===== config.mk =====
export PLATFORM = sky130hd
export DESIGN_NAME = uel_line_features
export DESIGN_NICKNAME = d
export VERILOG_FILES = /design/src/logic/uel_pair_buf.v /design/src/logic/uel_line_features.v
export VERILOG_INCLUDE_DIRS = /design/src /design/src/pkg
export SDC_FILE = /design/constraint.sdc
export NUM_CORES = 1
export LEC_CHECK = 0
export BUFFER_PORTS_ARGS = -buffer_cell sky130_fd_sc_hd__buf_2
export CELL_PAD_IN_SITES_DETAIL_PLACEMENT = 0
export CELL_PAD_IN_SITES_GLOBAL_PLACEMENT = 2
export CORE_MARGIN = 4
export CORE_UTILIZATION = 25
export CTS_CLUSTER_DIAMETER = 100
export DETAILED_ROUTE_END_ITERATION = 12
export HOLD_SLACK_MARGIN = 0.06
export PLACE_DENSITY_LB_ADDON = 0.1
export SLEW_MARGIN = 20
export SYNTH_ARGS = -nofsm -noshare
export SYNTH_HDL_FRONTEND = slang
export SYNTH_SLANG_ARGS = --single-unit

===== constraint.sdc =====
create_clock -name ref_clk -period 6.6 [get_ports ref_clk]
set_clock_uncertainty 0.05 [all_clocks]
set_input_delay 1.32 -clock ref_clk [delete_from_list [all_inputs] [get_ports ref_clk]]
set_output_delay 1.32 -clock ref_clk [all_outputs]
set_load 0.005 [all_outputs]

===== src/pkg/uel_line_map.vh =====
`ifndef UEL_LINE_MAP_VH
`define UEL_LINE_MAP_VH

`define UEL_FC_CHAR_RESET 8'h00
`define UEL_WLEN_MASK_5 8'h1F
`define UEL_WLEN_MASK_6 8'h3F
`define UEL_WLEN_MASK_7 8'h7F
`define UEL_WLEN_MASK_8 8'hFF
`define UEL_IR_BASIC_NUM 7'h03
`define UEL_IR_BASIC_SHIFT 4
`define UEL_IR_FAST_SHIFT 2
`define UEL_DIR_IDLE 1'b1
`define UEL_BUF_DEPTH 2
`define UEL_BIT_TICKS 16
`define UEL_FT_RUN 3'h0
`define UEL_FT_P1 3'h1
`define UEL_FT_P2 3'h2
`define UEL_FT_HELD 3'h3
`define UEL_FT_R1 3'h4
`define UEL_FT_R2 3'h5

`endif


===== src/logic/uel_pair_buf.v =====
`timescale 1ns/1ps
module uel_pair_buf #(
    parameter WIDTH = 9,
    parameter DEPTH = 2,
    parameter AW = 1
) (
    // Clock and reset
    input wire ref_clk,
    input wire rst_n,
    // Fill side
    input wire in_valid,
    input wire [WIDTH-1:0] in_data,
    output wire in_ready,
    // Drain side
    output wire out_valid,
    output wire [WIDTH-1:0] out_data,
    input wire out_ready
);
    reg [WIDTH-1:0] mem_q [0:DEPTH-1];
    reg [AW-1:0] wr_ptr_q;
    reg [AW-1:0] rd_ptr_q;
    reg [AW:0] count_q;
    wire push;
    wire pop;

    assign in_ready = (count_q != DEPTH[AW:0]);
    assign out_valid = (count_q != {(AW+1){1'b0}});
    assign out_data = mem_q[rd_ptr_q];
    assign push = in_valid & in_ready;
    assign pop = out_valid & out_ready;

    always @(posedge ref_clk)
    begin
        if (push)
        begin
            mem_q[wr_ptr_q] <= in_data;
        end
    end

    always @(posedge ref_clk)
    begin
        if (!rst_n)
        begin
            wr_ptr_q <= {AW{1'b0}};
            rd_ptr_q <= {AW{1'b0}};
            count_q <= {(AW+1){1'b0}};
        end
        else
        begin
            if (push)
            begin
                wr_ptr_q <= (wr_ptr_q == DEPTH[AW-1:0] - 1'b1) ? {AW{1'b0}} : wr_ptr_q + 1'b1;
            end
            if (pop)
            begin
                rd_ptr_q <= (rd_ptr_q == DEPTH[AW-1:0] - 1'b1) ? {AW{1'b0}} : rd_ptr_q + 1'b1;
            end
            if (push && !pop)
            begin
                count_q <= count_q + 1'b1;
            end
            else if (pop && !push)
            begin
                count_q <= count_q - 1'b1;
            end
        end
    end
endmodule


===== src/logic/uel_line_features.v =====
`timescale 1ns/1ps
`include "uel_line_map.vh"
module uel_line_features #(
    parameter LVL_W = 7
) (
    // Clock and reset
    input wire ref_clk,
    input wire rst_n,
    // Control bits from the host register set
    input wire sw_flow_en,
    input wire sw_flow_double,
    input wire ier_pause_irq_en,
    input wire ier_sleep_en,
    input wire efr_special_det,
    input wire extra_feature_ctrl_reg_multidrop,
    input wire extra_feature_ctrl_reg_auto_dir,
    input wire extra_feature_ctrl_reg_dir_invert,
    input wire extra_feature_ctrl_reg_ir_fast,
    input wire mcr_ir_en,
    input wire mcr_loopback,
    input wire [1:0] lcr_word_len,
    input wire [3:0] halt_level,
    input wire [3:0] resume_level,
    input wire rts_n_ctrl,
    // Flow-control character write port
    input wire fc_wr,
    input wire [1:0] fc_sel,
    input wire [7:0] fc_wdata,
    // Host receiver enable in multidrop
    input wire rx_en_set,
    input wire rx_en_clr,
    output wire rx_enabled,
    // Status and events
    input wire isr_no_int,
    input wire [3:0] msr_delta,
    input wire isr_read,
    input wire thr_write,
    output wire pause_flag,
    output wire special_flag,
    output wire pause_irq,
    output wire line_status_evt,
    output wire osc_stop,
    // Characters from the base receiver
    input wire rx_char_valid,
    input wire [7:0] rx_char_data,
    input wire rx_char_parity,
    input wire rx_char_perr,
    output reg rx_char_ready,
    // Host receive buffer side
    input wire [LVL_W-1:0] rx_fifo_level,
    output wire host_rx_valid,
    output wire [7:0] host_rx_char,
    output wire host_rx_tag,
    input wire host_rx_ready,
    // Base transmitter
    output wire tx_hold,
    output wire flow_tx_valid,
    output wire [7:0] flow_tx_char,
    input wire flow_tx_ready,
    input wire tx_data_pending,
    input wire tx_line_busy,
    input wire tx_shift_out,
    input wire tx_bit_start,
    input wire samp_tick,
    input wire [4:0] bit_ticks,
    output wire rx_serial,
    // Pins
    input wire rx_pin,
    input wire [3:0] modem_n_pin,
    output wire tx_pin,
    output wire dir_pin
);
    // Power-up value only: no reset branch touches these
    reg [7:0] pause1_q = `UEL_FC_CHAR_RESET;
    reg [7:0] pause2_q = `UEL_FC_CHAR_RESET;
    reg [7:0] resume1_q = `UEL_FC_CHAR_RESET;
    reg [7:0] resume2_q = `UEL_FC_CHAR_RESET;
    reg [4:0] sync1_q;
    reg [4:0] sync2_q;
    reg [4:0] sync3_q;
    reg pause_q;
    reg special_q;
    reg rx_en_q;
    reg lsr_evt_q;
    reg pend_q;
    reg [8:0] pend_data_q;
    reg [7:0] pend_cmp_q;
    reg [2:0] ft_state_q;
    reg [7:0] ft_char_q;
    reg sleep_q;
    reg [4:0] enc_cnt_q;
    reg [4:0] dec_cnt_q;
    reg tx_pin_q;
    reg dir_pin_q;
    reg rx_serial_q;
    reg [7:0] wmask;
    reg push_v;
    reg [8:0] push_d;
    reg ev_pause;
    reg ev_resume;
    reg ev_special;
    reg ev_lsr;
    reg pend_set;
    reg pend_clr;
    reg en_set;
    reg en_clr;
    wire buf_in_ready;
    wire [7:0] m_c;
    wire [7:0] m_p1;
    wire [7:0] m_p2;
    wire [7:0] m_r1;
    wire [7:0] m_r2;
    wire pair_pause;
    wire pair_resume;
    wire md_normal;
    wire md_auto;
    wire rx_s;
    wire rx_fall;
    wire rx_rise;
    wire modem_chg;
    wire sleep_ok;
    wire wake;
    wire [6:0] basic_prod;
    wire [4:0] basic_len;
    wire [4:0] fast_len;
    wire [4:0] enc_len;
    wire dir_active;

    always @(posedge ref_clk)
    begin
        if (fc_wr)
        begin
            case (fc_sel)
                2'h0: resume1_q <= fc_wdata;
                2'h1: resume2_q <= fc_wdata;
                2'h2: pause1_q <= fc_wdata;
                default: pause2_q <= fc_wdata;
            endcase
        end
    end

    always @*
    begin
        case (lcr_word_len)
            2'h0: wmask = `UEL_WLEN_MASK_5;
            2'h1: wmask = `UEL_WLEN_MASK_6;
            2'h2: wmask = `UEL_WLEN_MASK_7;
            default: wmask = `UEL_WLEN_MASK_8;
        endcase
    end

    // Word-length masked compares
    assign m_c = rx_char_data & wmask;
    assign m_p1 = pause1_q & wmask;
    assign m_p2 = pause2_q & wmask;
    assign m_r1 = resume1_q & wmask;
    assign m_r2 = resume2_q & wmask;
    assign pair_pause = (pend_cmp_q == m_p1) && (m_c == m_p2);
    assign pair_resume = (pend_cmp_q == m_r1) && (m_c == m_r2);
    assign md_normal = extra_feature_ctrl_reg_multidrop & ~efr_special_det;
    assign md_auto = extra_feature_ctrl_reg_multidrop & efr_special_det;

    // A double-mode first character is parked until its partner arrives,
    // so a lone first character reaches the host only after the next one.
    always @*
    begin
        rx_char_ready = 1'b0;
        push_v = 1'b0;
        push_d = {rx_char_perr, rx_char_data};
        ev_pause = 1'b0;
        ev_resume = 1'b0;
        ev_special = 1'b0;
        ev_lsr = 1'b0;
        pend_set = 1'b0;
        pend_clr = 1'b0;
        en_set = 1'b0;
        en_clr = 1'b0;
        if (rx_char_valid)
        begin
            if (pend_q)
            begin
                if (pair_pause || pair_resume)
                begin
                    rx_char_ready = 1'b1;
                    pend_clr = 1'b1;
                    ev_pause = pair_pause;
                    ev_resume = pair_resume;
                end
                else
                begin
                    push_v = 1'b1;
                    push_d = pend_data_q;
                    pend_clr = buf_in_ready;
                end
            end
            else if (sw_flow_en && sw_flow_double && (m_c == m_p1 || m_c == m_r1))
            begin
                rx_char_ready = 1'b1;
                pend_set = 1'b1;
            end
            else if (sw_flow_en && !sw_flow_double && m_c == m_p1)
            begin
                rx_char_ready = 1'b1;
                ev_pause = 1'b1;
            end
            else if (sw_flow_en && !sw_flow_double && m_c == m_r1)
            begin
                rx_char_ready = 1'b1;
                ev_resume = 1'b1;
            end
            else if (md_auto)
            begin
                if (rx_char_parity)
                begin
                    if (m_c == m_p2)
                    begin
                        push_v = 1'b1;
                        push_d = {rx_char_parity, rx_char_data};
                        rx_char_ready = buf_in_ready;
                        en_set = 1'b1;
                        ev_lsr = 1'b1;
                    end
                    else
                    begin
                        rx_char_ready = 1'b1;
                        en_clr = 1'b1;
                    end
                end
                else
                begin
                    push_v = rx_en_q;
                    rx_char_ready = rx_en_q ? buf_in_ready : 1'b1;
                end
            end
            else if (md_normal)
            begin
                if (rx_char_parity)
                begin
                    push_v = 1'b1;
                    push_d = {1'b1, rx_char_data};
                    rx_char_ready = buf_in_ready;
                    ev_lsr = 1'b1;
                end
                else
                begin
                    push_v = rx_en_q;
                    rx_char_ready = rx_en_q ? buf_in_ready : 1'b1;
                end
            end
            else
            begin
                push_v = 1'b1;
                rx_char_ready = buf_in_ready;
                ev_special = efr_special_det && (m_c == m_p2);
            end
        end
    end

    uel_pair_buf #(
        .WIDTH(9),
        .DEPTH(`UEL_BUF_DEPTH),
        .AW(1)
    ) u_buf (
        .ref_clk(ref_clk),
        .rst_n(rst_n),
        .in_valid(push_v),
        .in_data(push_d),
        .in_ready(buf_in_ready),
        .out_valid(host_rx_valid),
        .out_data({host_rx_tag, host_rx_char}),
        .out_ready(host_rx_ready)
    );

    always @(posedge ref_clk)
    begin
        if (!rst_n)
        begin
            pause_q <= 1'b0;
            special_q <= 1'b0;
            rx_en_q <= 1'b0;
            lsr_evt_q <= 1'b0;
            pend_q <= 1'b0;
            pend_data_q <= 9'h000;
            pend_cmp_q <= 8'h00;
        end
        else
        begin
            if (rx_char_ready && ev_pause)
            begin
                pause_q <= 1'b1;
            end
            else if (rx_char_ready && ev_resume)
            begin
                pause_q <= 1'b0;
            end
            if (rx_char_ready && ev_special)
            begin
                special_q <= 1'b1;
            end
            else if (isr_read)
            begin
                special_q <= 1'b0;
            end
            if (rx_char_ready && en_set)
            begin
                rx_en_q <= 1'b1;
            end
            else if (rx_char_ready && en_clr)
            begin
                rx_en_q <= 1'b0;
            end
            else if (rx_en_set)
            begin
                rx_en_q <= 1'b1;
            end
            else if (rx_en_clr)
            begin
                rx_en_q <= 1'b0;
            end
            lsr_evt_q <= rx_char_ready & ev_lsr;
            if (pend_set)
            begin
                pend_q <= 1'b1;
                pend_data_q <= {rx_char_perr, rx_char_data};
                pend_cmp_q <= m_c;
            end
            else if (pend_clr)
            begin
                pend_q <= 1'b0;
            end
        end
    end

    assign pause_flag = pause_q;
    assign special_flag = special_q;
    assign pause_irq = pause_q & ier_pause_irq_en;
    assign line_status_evt = lsr_evt_q;
    assign rx_enabled = rx_en_q;
    assign tx_hold = pause_q;

    // Outgoing pause and resume characters driven by receive fill level
    always @(posedge ref_clk)
    begin
        if (!rst_n)
        begin
            ft_state_q <= `UEL_FT_RUN;
            ft_char_q <= 8'h00;
        end
        else
        begin
            case (ft_state_q)
                `UEL_FT_RUN:
                begin
                    if (sw_flow_en && rx_fifo_level >= {{(LVL_W-4){1'b0}}, halt_level})
                    begin
                        ft_state_q <= `UEL_FT_P1;
                        ft_char_q <= pause1_q;
                    end
                end
                `UEL_FT_P1:
                begin
                    if (flow_tx_ready)
                    begin
                        ft_state_q <= sw_flow_double ? `UEL_FT_P2 : `UEL_FT_HELD;
                        ft_char_q <= pause2_q;
                    end
                end
                `UEL_FT_P2:
                begin
                    if (flow_tx_ready)
                    begin
                        ft_state_q <= `UEL_FT_HELD;
                    end
                end
                `UEL_FT_HELD:
                begin
                    if (rx_fifo_level <= {{(LVL_W-4){1'b0}}, resume_level})
                    begin
                        ft_state_q <= `UEL_FT_R1;
                        ft_char_q <= resume1_q;
                    end
                end
                `UEL_FT_R1:
                begin
                    if (flow_tx_ready)
                    begin
                        ft_state_q <= sw_flow_double ? `UEL_FT_R2 : `UEL_FT_RUN;
                        ft_char_q <= resume2_q;
                    end
                end
                `UEL_FT_R2:
                begin
                    if (flow_tx_ready)
                    begin
                        ft_state_q <= `UEL_FT_RUN;
                    end
                end
                default:
                begin
                    ft_state_q <= `UEL_FT_RUN;
                end
            endcase
        end
    end

    assign flow_tx_valid = (ft_state_q == `UEL_FT_P1) || (ft_state_q == `UEL_FT_P2) ||
        (ft_state_q == `UEL_FT_R1) || (ft_state_q == `UEL_FT_R2);
    assign flow_tx_char = ft_char_q;

    // Pin synchronisers: bit 4 is the serial input, 3:0 the modem inputs
    always @(posedge ref_clk)
    begin
        if (!rst_n)
        begin
            sync1_q <= 5'h1F;
            sync2_q <= 5'h1F;
            sync3_q <= 5'h1F;
        end
        else
        begin
            sync1_q <= {rx_pin, modem_n_pin};
            sync2_q <= sync1_q;
            sync3_q <= sync2_q;
        end
    end

    assign rx_s = sync2_q[4];
    assign rx_fall = sync3_q[4] & ~sync2_q[4];
    assign rx_rise = ~sync3_q[4] & sync2_q[4];
    assign modem_chg = ~mcr_loopback & (sync3_q[3:0] != sync2_q[3:0]);
    assign sleep_ok = isr_no_int & ier_sleep_en & (msr_delta == 4'h0) & rx_s;
    assign wake = rx_fall | thr_write | modem_chg;

    // Re-entry needs the same conditions, so a pending interrupt or an unread
    // modem change keeps the oscillator running
    always @(posedge ref_clk)
    begin
        if (!rst_n)
        begin
            sleep_q <= 1'b0;
        end
        else if (wake || !sleep_ok)
        begin
            sleep_q <= 1'b0;
        end
        else
        begin
            sleep_q <= 1'b1;
        end
    end

    assign osc_stop = sleep_q;

    // Pulse lengths in sample ticks, never below one tick
    assign basic_prod = {2'b00, bit_ticks} * `UEL_IR_BASIC_NUM;
    assign basic_len = (basic_prod[6:4] == 3'h0) ? 5'h01 : {2'b00, basic_prod[6:4]};
    assign fast_len = (bit_ticks[4:2] == 3'h0) ? 5'h01 : {2'b00, bit_ticks[4:2]};
    assign enc_len = extra_feature_ctrl_reg_ir_fast ? fast_len : basic_len;

    always @(posedge ref_clk)
    begin
        if (!rst_n)
        begin
            enc_cnt_q <= 5'h00;
            dec_cnt_q <= 5'h00;
        end
        else
        begin
            if (tx_bit_start && !tx_shift_out)
            begin
                enc_cnt_q <= enc_len;
            end
            else if (samp_tick && enc_cnt_q != 5'h00)
            begin
                enc_cnt_q <= enc_cnt_q - 5'h01;
            end
            if (rx_rise)
            begin
                dec_cnt_q <= bit_ticks;
            end
            else if (samp_tick && dec_cnt_q != 5'h00)
            begin
                dec_cnt_q <= dec_cnt_q - 5'h01;
            end
        end
    end

    assign dir_active = tx_data_pending | tx_line_busy;

    always @(posedge ref_clk)
    begin
        if (!rst_n)
        begin
            tx_pin_q <= 1'b1;
            dir_pin_q <= `UEL_DIR_IDLE;
            rx_serial_q <= 1'b1;
        end
        else
        begin
            if (!mcr_loopback)
            begin
                tx_pin_q <= mcr_ir_en ? (enc_cnt_q != 5'h00) : tx_shift_out;
                if (extra_feature_ctrl_reg_auto_dir)
                begin
                    dir_pin_q <= (dir_active ? ~`UEL_DIR_IDLE : `UEL_DIR_IDLE) ^ extra_feature_ctrl_reg_dir_invert;
                end
                else
                begin
                    dir_pin_q <= rts_n_ctrl ^ extra_feature_ctrl_reg_dir_invert;
                end
            end
            if (mcr_loopback)
            begin
                rx_serial_q <= tx_shift_out;
            end
            else if (mcr_ir_en)
            begin
                rx_serial_q <= rx_s | (dec_cnt_q != 5'h00);
            end
            else
            begin
                rx_serial_q <= rx_s;
            end
        end
    end

    assign tx_pin = tx_pin_q;
    assign dir_pin = dir_pin_q;
    assign rx_serial = rx_serial_q;
endmodule


==> flow_metrics.env <==
export IMPL_outcome="finished, final reports clean"
export IMPL_synth_edf_count=50
export IMPL_syn_area_per_cell_um2=10.3
export IMPL_fin_cells=986
export IMPL_antenna_found_initial=1
export IMPL_syn_inst=574
export IMPL_ys_warn_count=0
export IMPL_ctsResizeCount=0
export IMPL_grt_start_max_net_pins=35
export IMPL_crit_path_end_kind="output pin"
export IMPL_place_port_buffers=108
export IMPL_die_area_um2=26100
export IMPL_cap_violations=0
export IMPL_slew_violations=0
export IMPL_yosysSeqAreaShare_pct=46.6
export IMPL_synth_ff_type="dfxtp_1"
export IMPL_grt_ovfl_total=0
export IMPL_arrival_ns=3.43
export IMPL_cts_sinks=112
export IMPL_min_delay_start="sync1_q[0]$_SDFF_PN1_"
export IMPL_rsz0062_at_grt="false"
export IMPL_crit_type="in2out"
export IMPL_cp_required_ns=5.23
export IMPL_slew_headroom_pct=35.5
export IMPL_wl_per_cell_um=16.7
export IMPL_root_buffer="clkbuf_16"
export IMPL_die_h_um=161
export IMPL_ctsHoldBuffers=0
export IMPL_clkLatencyLatePin_ns=0.35
export IMPL_reg2reg_from="pause2_q[5]$_DFFE_PP_"
export IMPL_drc=0
export IMPL_max_freq_mhz=208
export IMPL_htreeDepth=3
export IMPL_crit_path_start_kind="input pin"
export IMPL_num_vias=4444
export IMPL_start_util_pct=25.7
export IMPL_fin_crit_sh_pct=72.8
export IMPL_viasPerCell=4.51
export IMPL_synth_cell_types=61
export IMPL_tightest_slew_ns=0.964
export IMPL_drt_wl_total_um=16400
export IMPL_leakage_nw=2.65
export IMPL_cts_tree="done"
export IMPL_hp_class="reg2reg"
export IMPL_gp_congestion=0.827
export IMPL_cts_setup_buffers=0
export IMPL_diodes=0
export IMPL_final_cell_mix="108 x buf_2, 62 x dfxtp_1, 50 x edfxtp_1"
export IMPL_dr_pass1_iters=4
export IMPL_hpwl_um=12900
export IMPL_syn_nets=672
export IMPL_ant_nets=0
export IMPL_startpoint="lcr_word_len[1]"
export IMPL_syn_to_final_growth_pct=18.5
export IMPL_ir_drop_v=0.0000981
export IMPL_ioPinCount=109
export IMPL_ys_ff_latch=112
export IMPL_fin_nets=766
export IMPL_coreArea_um2=22900
export IMPL_cts_buffers=9
export IMPL_setup_violations=0
export IMPL_synthArstFlopShare_pct=0
export IMPL_grtUsageTotal_pct=12.6
export IMPL_layout_drive_gt1_share_pct=24.7
export IMPL_clk_pin_slew_ns=0.08
export IMPL_final_common_cell="buf_2"
export IMPL_syn_cell_area_um2=5890
export IMPL_placedCellCount=970
export IMPL_cp_max_fo=13
export IMPL_die_w_um=161
export IMPL_finalHoldViolCount=0
export IMPL_power_density_nw_per_um2=259
export IMPL_period_needed_ns=4.80
export IMPL_drt_iter0_drc=186
export IMPL_first_global_vias=4528
export IMPL_tns_ns=0
export IMPL_row_count=55
export IMPL_grt_pass1_wl_um=25700
export IMPL_clk_path_buf_depth=2
export IMPL_holdWs_ns=0.358
where the power goes:
group	switching, W	internal [W]
combinational	0.000205	0.000192
clock	0.000259	0.000298
sequential	0.0000593	0.000795
total	0.000523	0.00128
registers in the layout, summed over array words and instances, names as in the netlist, 2 cells and up, named ones only:
| name | flops |
|---|---|
| u_buf.mem_q | 18 |
| pend_data_q | 9 |
| flow_tx_char | 8 |
| pause1_q | 8 |
| pause2_q | 8 |
| resume1_q | 8 |
| resume2_q | 8 |
| dec_cnt_q | 5 |
| enc_cnt_q | 5 |
| sync1_q | 5 |
| sync2_q | 5 |
| sync3_q | 5 |
| ft_state_q | 3 |
| pend_cmp_q | 3 |
| u_buf.count_q | 2 |
final timing paths:
path              slack (ns)  cells past startpoint                       endpoint
setup / recovery        1.80                      8                  rx_char_ready
hold / removal          0.36                      1          sync2_q[0]$_SDFF_PN1_
setup reg to reg        3.57                     10  u_buf.count_q[1]$_SDFFE_PN0P_
hold reg to reg         0.36                      1          sync2_q[0]$_SDFF_PN1_
synth_stat cells (all sizes together) (16+ instances only):
cell | number | area share [%]
nor2 | 43 | 2.8
xor2 | 25 | 3.7
edfxtp | 50 | 25
a21oi | 38 | 3.2
ha | 19 | 4.0
nand2 | 44 | 2.8
mux2 | 17 | 3.3
xnor2 | 39 | 6.8
clkbuf | 16 | 1.0
dfxtp | 62 | 21
inv | 22 | 1.4
o21ai | 25 | 2.1
nand2b | 24 | 2.5
critical path: stages:
cell	delay, ns
buf_2	0.18
nor2_2	0.19
o211ai_1	0.15
or3_4	0.43
nor4_4	0.41
nor2_1	0.21
a221oi_2	0.36
buf_2	0.18
routing by layer:
metal	vias to the layer above	wire, um	global-route usage [%]
met4	2	206	3.88
met1	2089	8260	17.9
met3	13	750	2.35
met2	84	7190	19.6
li1	2256	-	-
met5	-	13	0
layout make-up:
type | instances | area (um^2)
inverter | 22 | 82.6
multi-input combinational | 411 | 2890
tap | 313 | 392
sequential | 112 | 2740
clock buffer | 10 | 229
fill | 2415 | 15900
clock inverter | 6 | 67.6
timing repair buffer | 112 | 571
kinds of logic (layout without fill, tap and decap cells):
family / Yosys count / count (layout) / synth area share, %
buf+inv: 51 / 150 / 4.31
xor+xnor: 64 / 64 / 10.5
flops: 112 / 112 / 46.6
fa+ha+maj: 19 / 19 / 4.04
simple gates: 180 / 180 / 16.2
compound gates: 126 / 126 / 14.3
mux: 22 / 22 / 4.10
stage by stage:
step	total power (W)	area (um^2)	setup slack [ns]	utilization, %
CTS	0.00184	6980	1.83	30.4
global route	0.00192	6980	1.66	30.4
floorplan	0.00113	5890	2.34	-
global placement	0.00127	6680	1.91	29.2
finish	0.00181	6980	1.80	30.4
detailed placement	0.00127	6680	1.82	29.2
(Power assumes the default switching activity.)
